==> config.mk <==
export PLATFORM = sky130hd
export DESIGN_NAME = dsr_slew_range
export DESIGN_NICKNAME = d
export VERILOG_FILES = /design/src/design/dsr_pkg.sv /design/src/design/dsr_slew_range.sv
export VERILOG_INCLUDE_DIRS = /design/src /design/src/design
export SDC_FILE = /design/constraint.sdc
export NUM_CORES = 1
export LEC_CHECK = 0
export BUFFER_PORTS_ARGS = -buffer_cell sky130_fd_sc_hd__clkbuf_2
export CORE_UTILIZATION = 50
export CTS_BUF_LIST = sky130_fd_sc_hd__clkbuf_2
export DETAILED_ROUTE_END_ITERATION = 10
export PLACE_DENSITY_LB_ADDON = 0.12
export SLEW_MARGIN = 10
export SYNTH_ARGS = -nofsm -noshare
export SYNTH_HDL_FRONTEND = slang
export SYNTH_SLANG_ARGS = --single-unit
==> constraint.sdc <==
create_clock -name clock -period 5.9 [get_ports clock]
set_input_delay 1.18 -clock clock [delete_from_list [all_inputs] [get_ports clock]]
set_output_delay 1.18 -clock clock [all_outputs]
set_load 0.02 [all_outputs]
==> src/design/dsr_cfg.svh <==
// dsr_cfg.svh: register offsets, codes and timing figures of the slew/range block
// assumes: 20 MHz system clock, AXI4-Lite word registers
`ifndef DSR_CFG_SVH
`define DSR_CFG_SVH
`define DSR_OFF_CTRL   4'h0
`define DSR_OFF_CFG    4'h4
`define DSR_OFF_DATA   4'h8
`define DSR_OFF_STAT   4'hc
`define DSR_STAT_SLEW  1
`define DSR_RANGE_BAD  3'h4
`define DSR_RESP_OKAY  2'h0
`define DSR_RESP_ERR   2'h2
`define DSR_FRAC       4
`define DSR_CLK_HZ     20000000
`define DSR_SR_F0      258065
`define DSR_SR_F1      200000
`define DSR_SR_F2      153845
`define DSR_SR_F3      131145
`define DSR_SR_F4      115940
`define DSR_SR_F5      69565
`define DSR_SR_F6      37560
`define DSR_SR_F7      25805
`define DSR_SR_F8      20150
`define DSR_SR_F9      16030
`define DSR_SR_F10     10295
`define DSR_SR_F11     8280
`define DSR_SR_F12     6900
`define DSR_SR_F13     5530
`define DSR_SR_F14     4240
`define DSR_SR_F15     3300
`endif

==> src/design/dsr_pkg.sv <==
// dsr_pkg: register field layouts and decoded span carrier
// assumes: included offsets come from dsr_cfg.svh
package dsr_pkg;
  typedef struct packed {
    logic [3:0] rate;
    logic [2:0] step;
    logic       slewEn;
    logic       overrange;
    logic [2:0] range;
  } dsr_ctrl_t;
  typedef struct packed {
    logic       clrSel;
    logic [1:0] currSpan;
    logic       dualEn;
  } dsr_cfg_t;
  typedef struct packed {
    logic       voltEn;
    logic [1:0] voltSpan;
    logic       overrange;
    logic       currEn;
    logic [1:0] currSpan;
  } dsr_span_t;
endpackage : dsr_pkg

==> src/design/dsr_slew_range.sv <==
// dsr_slew_range: output code slew limiter and range decode behind AXI4-Lite
// assumes: single clock, inputs synchronous, analog stage consumes appliedCode/span
// Summary of operation
// - control bit 4 enables slew limiting
// - step amount bits 7:5, rate bits 11:8
// - disabled: new code applied at once
// - data readback returns applied code
// - 16-bit: step is 2^field LSBs
// - 12-bit: step 0.0625 to 8 LSBs
// - sixteen update rates 258065 to 3300 Hz
// - update rate independent of output range
// - clear input move is slewed too
// - status bit 1 set while slewing
// - normal mode range field decode
// - range code 100 rejected, old kept
// - range change clears data register
// - overrange widens voltage ranges 10%
// - dual mode: separate current range field
// - dual mode: 1xx disables voltage output
// - dual mode current field decode
//
// The AXI4-Lite slave port and the placing of the registers are this design's own decisions.
`timescale 1ns/100ps
`include "dsr_cfg.svh"
module dsr_slew_range
  import dsr_pkg::*;
#(
  parameter int RES    = 16,
  parameter int CLK_HZ = `DSR_CLK_HZ
) (
  input  wire logic             clock,
  input  wire logic             rstn,
  input  wire logic [3:0]       awaddr,
  input  wire logic             awvalid,
  output logic                  awready,
  input  wire logic [31:0]      wdata,
  input  wire logic [3:0]       wstrb,
  input  wire logic             wvalid,
  output logic                  wready,
  output logic [1:0]            bresp,
  output logic                  bvalid,
  input  wire logic             bready,
  input  wire logic [3:0]       araddr,
  input  wire logic             arvalid,
  output logic                  arready,
  output logic [31:0]           rdata,
  output logic [1:0]            rresp,
  output logic                  rvalid,
  input  wire logic             rready,
  input  wire logic             clearInput,
  output logic [RES-1:0]        appliedCode,
  output dsr_span_t             outSpan
);
  localparam int AW = RES + `DSR_FRAC;
  localparam int STEP_BASE = (RES == 16) ? `DSR_FRAC : 0;

  dsr_ctrl_t      ctrl_reg, ctrl_next;
  dsr_cfg_t       cfg_reg, cfg_next;
  logic [RES-1:0] data_reg, data_next;
  logic [AW-1:0]  appl_reg, appl_next;
  logic [23:0]    cnt_reg, cnt_next;
  logic           awFull_reg, awFull_next, wFull_reg, wFull_next;
  logic [3:0]     awAddr_reg, awAddr_next;
  logic [31:0]    wData_reg, wData_next, wMask;
  logic [3:0]     wStrb_reg, wStrb_next;
  logic           bvalid_reg, bvalid_next, rvalid_reg, rvalid_next;
  logic [1:0]     bresp_reg, bresp_next, rresp_reg, rresp_next;
  logic [31:0]    rdata_reg, rdata_next;
  dsr_span_t      span_reg, span_next;
  dsr_ctrl_t      ctrlW;
  logic [31:0]    ctrlMrg, cfgMrg;
  logic           doWr, tick, slewActive;
  logic [AW-1:0]  tgtFull, stepFrac, diff;

  function automatic logic [23:0] rateDiv(input logic [3:0] c);
    case (c)
      4'h0:    return 24'(CLK_HZ / `DSR_SR_F0);
      4'h1:    return 24'(CLK_HZ / `DSR_SR_F1);
      4'h2:    return 24'(CLK_HZ / `DSR_SR_F2);
      4'h3:    return 24'(CLK_HZ / `DSR_SR_F3);
      4'h4:    return 24'(CLK_HZ / `DSR_SR_F4);
      4'h5:    return 24'(CLK_HZ / `DSR_SR_F5);
      4'h6:    return 24'(CLK_HZ / `DSR_SR_F6);
      4'h7:    return 24'(CLK_HZ / `DSR_SR_F7);
      4'h8:    return 24'(CLK_HZ / `DSR_SR_F8);
      4'h9:    return 24'(CLK_HZ / `DSR_SR_F9);
      4'ha:    return 24'(CLK_HZ / `DSR_SR_F10);
      4'hb:    return 24'(CLK_HZ / `DSR_SR_F11);
      4'hc:    return 24'(CLK_HZ / `DSR_SR_F12);
      4'hd:    return 24'(CLK_HZ / `DSR_SR_F13);
      4'he:    return 24'(CLK_HZ / `DSR_SR_F14);
      default: return 24'(CLK_HZ / `DSR_SR_F15);
    endcase
  endfunction : rateDiv

  // voltage ranges clear to midscale when selected, current ranges to low end
  function automatic logic [RES-1:0] clrCode(input logic [2:0] rng, input logic sel);
    return (sel && !rng[2]) ? {1'b1, {(RES-1){1'b0}}} : '0;
  endfunction : clrCode

  assign awready = !awFull_reg && !bvalid_reg;
  assign wready  = !wFull_reg && !bvalid_reg;
  assign arready = !rvalid_reg;
  assign bvalid  = bvalid_reg;
  assign bresp   = bresp_reg;
  assign rvalid  = rvalid_reg;
  assign rresp   = rresp_reg;
  assign rdata   = rdata_reg;
  assign appliedCode = appl_reg[AW-1:`DSR_FRAC];
  assign outSpan = span_reg;

  // clear input overrides the target, so its move is slewed like any other
  assign tgtFull = {(clearInput ? clrCode(ctrl_reg.range, cfg_reg.clrSel) : data_reg),
                    {`DSR_FRAC{1'b0}}};
  assign stepFrac = AW'(1) << (STEP_BASE + int'(ctrl_reg.step));
  assign tick = (cnt_reg == 24'h0);
  assign slewActive = (appl_reg != tgtFull);
  assign wMask = {{8{wStrb_next[3]}}, {8{wStrb_next[2]}}, {8{wStrb_next[1]}},
                  {8{wStrb_next[0]}}};

  // bus and register file
  always_comb begin
    awFull_next = awFull_reg | (awvalid & awready);
    awAddr_next = (awvalid && awready) ? awaddr : awAddr_reg;
    wFull_next  = wFull_reg | (wvalid & wready);
    wData_next  = (wvalid && wready) ? wdata : wData_reg;
    wStrb_next  = (wvalid && wready) ? wstrb : wStrb_reg;
    bvalid_next = bvalid_reg && !bready;
    bresp_next  = bresp_reg;
    ctrl_next   = ctrl_reg;
    cfg_next    = cfg_reg;
    data_next   = data_reg;
    // byte lanes merge at bus width, then cut to the field set on purpose
    ctrlMrg = ({20'h0, ctrl_reg} & ~wMask) | (wData_next & wMask);
    cfgMrg  = ({28'h0, cfg_reg} & ~wMask) | (wData_next & wMask);
    ctrlW = dsr_ctrl_t'(ctrlMrg[$bits(dsr_ctrl_t)-1:0]);
    doWr = awFull_next && wFull_next && !bvalid_reg;
    if (doWr) begin
      awFull_next = 1'b0;
      wFull_next  = 1'b0;
      bvalid_next = 1'b1;
      bresp_next  = `DSR_RESP_OKAY;
      case (awAddr_next)
        `DSR_OFF_CTRL: begin
          ctrl_next = ctrlW;
          if (ctrlW.range == `DSR_RANGE_BAD)
            ctrl_next.range = ctrl_reg.range;
          if (ctrl_next.range != ctrl_reg.range)
            data_next = clrCode(ctrl_next.range, cfg_reg.clrSel);
        end
        `DSR_OFF_CFG:  cfg_next = dsr_cfg_t'(cfgMrg[$bits(dsr_cfg_t)-1:0]);
        `DSR_OFF_DATA: data_next = RES'((({{(32-RES){1'b0}}, data_reg} & ~wMask)
                                         | (wData_next & wMask)));
        `DSR_OFF_STAT: ;
        default:       bresp_next = `DSR_RESP_ERR;
      endcase
    end
  end

  always_comb begin
    rvalid_next = rvalid_reg && !rready;
    rdata_next  = rdata_reg;
    rresp_next  = rresp_reg;
    if (arvalid && arready) begin
      rvalid_next = 1'b1;
      rresp_next  = `DSR_RESP_OKAY;
      rdata_next  = 32'h0;
      case (araddr)
        `DSR_OFF_CTRL: rdata_next = {20'h0, ctrl_reg};
        `DSR_OFF_CFG:  rdata_next = {28'h0, cfg_reg};
        `DSR_OFF_DATA: rdata_next = 32'(appliedCode);
        `DSR_OFF_STAT: rdata_next[`DSR_STAT_SLEW] = slewActive;
        default:       rresp_next = `DSR_RESP_ERR;
      endcase
    end
  end

  // slew engine; the divider never looks at the range
  always_comb begin
    cnt_next  = tick ? rateDiv(ctrl_reg.rate) - 24'h1 : cnt_reg - 24'h1;
    appl_next = appl_reg;
    diff      = '0;
    if (!ctrl_reg.slewEn) begin
      appl_next = tgtFull;
    end else if (tick) begin
      if (appl_reg < tgtFull) begin
        diff = tgtFull - appl_reg;
        appl_next = (diff > stepFrac) ? appl_reg + stepFrac : tgtFull;
      end else if (appl_reg > tgtFull) begin
        diff = appl_reg - tgtFull;
        appl_next = (diff > stepFrac) ? appl_reg - stepFrac : tgtFull;
      end
    end
  end

  // output span decode
  always_comb begin
    span_next = '0;
    if (cfg_reg.dualEn) begin
      span_next.voltEn   = !ctrl_reg.range[2];
      span_next.currEn   = (cfg_reg.currSpan != 2'h0);
      span_next.currSpan = cfg_reg.currSpan;
    end else begin
      span_next.voltEn   = !ctrl_reg.range[2];
      span_next.currEn   = ctrl_reg.range[2];
      span_next.currSpan = ctrl_reg.range[2] ? ctrl_reg.range[1:0] : 2'h0;
    end
    span_next.voltSpan  = span_next.voltEn ? ctrl_reg.range[1:0] : 2'h0;
    span_next.overrange = span_next.voltEn && ctrl_reg.overrange;
  end

  always_ff @(posedge clock or negedge rstn) begin
    if (!rstn) begin
      ctrl_reg   <= '0;
      cfg_reg    <= '0;
      data_reg   <= '0;
      appl_reg   <= '0;
      cnt_reg    <= 24'h0;
      awFull_reg <= 1'b0;
      awAddr_reg <= 4'h0;
      wFull_reg  <= 1'b0;
      wData_reg  <= 32'h0;
      wStrb_reg  <= 4'h0;
      bvalid_reg <= 1'b0;
      bresp_reg  <= 2'h0;
      rvalid_reg <= 1'b0;
      rresp_reg  <= 2'h0;
      rdata_reg  <= 32'h0;
      span_reg   <= '0;
    end else begin
      ctrl_reg   <= ctrl_next;
      cfg_reg    <= cfg_next;
      data_reg   <= data_next;
      appl_reg   <= appl_next;
      cnt_reg    <= cnt_next;
      awFull_reg <= awFull_next;
      awAddr_reg <= awAddr_next;
      wFull_reg  <= wFull_next;
      wData_reg  <= wData_next;
      wStrb_reg  <= wStrb_next;
      bvalid_reg <= bvalid_next;
      bresp_reg  <= bresp_next;
      rvalid_reg <= rvalid_next;
      rresp_reg  <= rresp_next;
      rdata_reg  <= rdata_next;
      span_reg   <= span_next;
    end
  end
endmodule : dsr_slew_range

==> impl_metrics.csv <==
group,metric,value,unit
logic_synthesis,synth-async-reset-ratio,1.00,
timing,setup_violations,0,
worst_setup_path,worstPathArrival,5.88,ns
logic_synthesis,ys_seq_area_frac,0.305,
worst_setup_path,crit_path_end_kind,"register",
cts,clk_latency,0.73,ns
placement,portBuffers,79,
routing,viasPerCell,5.80,
floorplan,die_area,21400,µm²
worst_setup_path,crit_type,"primary input to register",
logic_synthesis,synth_warnings,0,
cts,cts_made_buffers,17,
floorplan,dieHeight,146,µm
run_status,status,"finished, final reports clean",
global_route,grt_max_degree,83,
logic_synthesis,synth_ff_type,"dfrtp_1",
placement,globalplace.congestion,0.921,
cts,path_clk_slew,0.22,ns
worst_setup_path,cp_top_family,"compound AO/OA/AOI/OAI gates",
worst_setup_path,max_stage_delay,0.55,ns
pwr,p_sw_frac,0.501,
global_route,grt_pass1_vias,8546,
job,maxCapViolCount,0,
finish,final_cell_area,11500,µm²
routing,drc,0,
finish,drive_gt1_frac,0.157,
placement,detailed_place.area,11200,µm²
logic_synthesis,synth_top_area_share,0.305,
worst_setup_path,cp_slowest_cell,"or4b_1",
cts,postCtsResizedCells,0,
logic_synthesis,synth_top_area_cell,"dfrtp_1",
pwr,cellPowerDensity,551,nW/µm²
worst_setup_path,critical_path_required,6.52,ns
worst_setup_path,timing.critical_path.mode_cell,"a21oi_1",
timing,holdWs,0.458,ns
cts,cts_setup_buffers,0,
timing,drv_slew,0,
pwr,ir_drop,0.000276,V
pwr,intPower,3.16,mW
routing,dr.pass1.iters,8,
routing,ant_nets,0,
floorplan,rows,52,
timing,rsz0062_at_grt,"false",
cts,ctsHoldBuffers,0,
timing,tightest_slew,1.01,ns
min_path,holdCritPathClass,"primary input to asynchronous set/reset pin",
floorplan,coreArea,20400,µm²
global_route,track_usage,0.273,
floorplan,io_pins,116,
pwr,p_comb_frac,0.677,
logic_synthesis,syn_inst,1194,
timing,max_slew_margin,0.320,
pwr,p_leak,5.47,nW
global_route,antenna_found_initial,1,
logic_synthesis,synth_edf_count,0,
worst_setup_path,crit_fanout,8,
logic_synthesis,syn_area_per_cell,8.73,µm²
cts,htreeDepth,4,
global_route,grt_pass1_wl,46000,µm
logic_synthesis,syn_area,10400,µm²
finish,syn2layout_area_growth,10.3,%
routing,finalWirelength,28600,µm
cts,clock-sinks,127,
routing,drt_iter0_drc,652,
finish,finalNonFillerCells,1580,
pwr,switchingPower,3.17,mW
global_route,grt.overflow.total,0,
floorplan,die_w,146,µm
worst_setup_path,cp-start-kind,"primary input",
floorplan,initial_core_util,0.512,
timing,finalClockSkew,0.0426,ns
worst_setup_path,path_buf_inv,3,
cts,cts_tree,"yes",
placement,dpl.cell_count,1547,
routing,wl_per_cell,18.1,µm
routing,vias,9162,
timing,fmax,190,MHz
finish,nNetsFinal,1441,
pwr,clock_power_share,0.096,
timing,period_minus_slack,5.26,ns
timing,post-route-period-util,0.892,
pwr,seqPwrFrac,0.228,
cts,cts.path.max_buffers,2,
timing,hold_viol,0,
logic_synthesis,synth.area.top_cells,"dfrtp_1, ha_1, a21oi_1, xnor2_1, nand2_1",
logic_synthesis,ys_ff_latch,127,
logic_synthesis,synth_cell_types,86,
cts,root_buffer,"clkbuf_2",
worst_setup_path,crit_chain,"clkbuf_2 -> nand2b_1 -> ha_1 -> or4b_1 -> a21oi_1 -> a2bb2oi_1 -> nand2b_1 -> a21oi_1 -> o21bai_1 -> a21oi_1 -> xnor2_1 -> ha_1 -> nand4_1 -> nor4_1 -> or2_2 -> o22ai_1 -> a211oi_1 -> buf_4 -> a21oi_1 -> buf_4 -> nand2_1 -> o21ai_0 -> a211oi_1",
placement,dp_hpwl,22300,µm
synthesized netlist by cell type (25+ instances only):
cell type,count
mux2i_1,28
o21ai_0,61
xnor2_1,45
inv_1,78
nand2_1,87
clkbuf_1,32
nor3_1,30
nand2b_1,26
nor2_1,67
dfrtp_1,127
a21o_1,27
a21oi_1,80
ha_1,90
buf_4,35
nand3_1,25
worst paths after layout:
check                            startpoint                    endpoint  slack (ns)  cells after the start
min in group clock              cnt_reg[19]                 cnt_reg[19]        0.48                      1
worst max-delay path             clearInput                 appl_reg[8]        0.64                     23
worst max register to register  appl_reg[5]                 appl_reg[8]        0.74                     21
max in group asynchronous              rstn  asynchronous set/reset pin        4.34                      2
worst min register to register  cnt_reg[19]                 cnt_reg[19]        0.48                      1
worst min-delay path                   rstn                 cnt_reg[22]        0.46                      1
worst register-to-register path: stages (launching register included):
cell	delay [ns]
dfrtp_1	0.58
ha_1	0.28
or4b_1	0.55
a21oi_1	0.22
a2bb2oi_1	0.32
nand2b_1	0.11
a21oi_1	0.21
o21bai_1	0.08
a21oi_1	0.18
xnor2_1	0.08
ha_1	0.30
nand4_1	0.14
nor4_1	0.26
or2_2	0.17
o22ai_1	0.08
a211oi_1	0.27
buf_4	0.16
a21oi_1	0.13
buf_4	0.24
nand2_1	0.28
o21ai_0	0.16
a211oi_1	0.23
cell families (layout without fill, tap and decap cells):
family | after synthesis | after routing | synth area share
xor gates and xnor gates | 66 | 66 | 0.0555
other | 2 | 43 | 0.000721
DFF | 127 | 127 | 0.305
muxes | 45 | 45 | 0.0463
AOI/OAI and AO/OA | 346 | 346 | 0.228
adders and majority gates | 94 | 94 | 0.115
and+or+nand+nor | 348 | 348 | 0.174
buffers and inverters | 166 | 241 | 0.0753
power by group through the flow:
stage	clock, mW	sequential (mW)	combinational, mW
after floorplan	0	1.32	3.16
after detailed placement	0	1.46	4.21
final	0.605	1.44	4.28
after global routing	0.653	1.48	4.72
after CTS	0.619	1.44	4.23
after global placement	0	1.45	4.16
layer usage:
| layer | global-route usage | part of all wire | vias up |
|---|---|---|---|
| li1 | - | - | 4477 |
| met1 | 0.387 | 0.48 | 4396 |
| met2 | 0.430 | 0.45 | 259 |
| met3 | 0.0459 | 0.055 | 30 |
| met4 | 0.0766 | 0.016 | 0 |
| met5 | 0 | 0 | - |
area by class of cell:
cell class                      instances  area (µm²)
Sequential cell                       127        3180
Tap cell                              270         338
Clock inverter                         15         185
Inverter                               80         300
Antenna cell                            1        2.50
Timing Repair Buffer                  129         790
Multi-Input combinational cell        941        6610
Fill cell                            1907        8870
Clock buffer                           17        85.1
cells in the final DEF (no fill, tap or decap), types with 11 or more instances in the layout:
cell type,netlist,final
inv_1,78,78
xor2_1,21,21
nor4_1,15,15
a31oi_1,14,14
nor2_1,67,67
clkbuf_2,0,95
nand2_1,87,87
nand4_1,13,13
xnor2_1,45,45
nor3_1,30,30
a21oi_1,80,80
o21a_1,12,12
o21bai_1,14,14
ha_1,90,90
dfrtp_1,127,127
buf_4,35,49
mux2_2,16,16
o21ai_0,61,61
mux2i_1,28,28
a211oi_1,11,11
nand2b_1,26,26
nand3_1,25,25
conb_1,2,42
o22ai_1,18,18
o2bb2ai_1,12,12
nor2b_1,18,18
a21o_1,27,27
and3_1,14,14
stage by stage:
step	worst slack [ns]	util	power, mW	setup TNS (ns)
floorplan	0.507	-	4.49	0
global placement	0.0710	0.551	5.61	0
detailed placement	-0.00238	0.551	5.67	-0.00238
CTS	0.716	0.564	6.29	0
global route	0.476	0.564	6.86	0
finish	0.638	0.564	6.33	0
(Power assumes the default switching activity.)
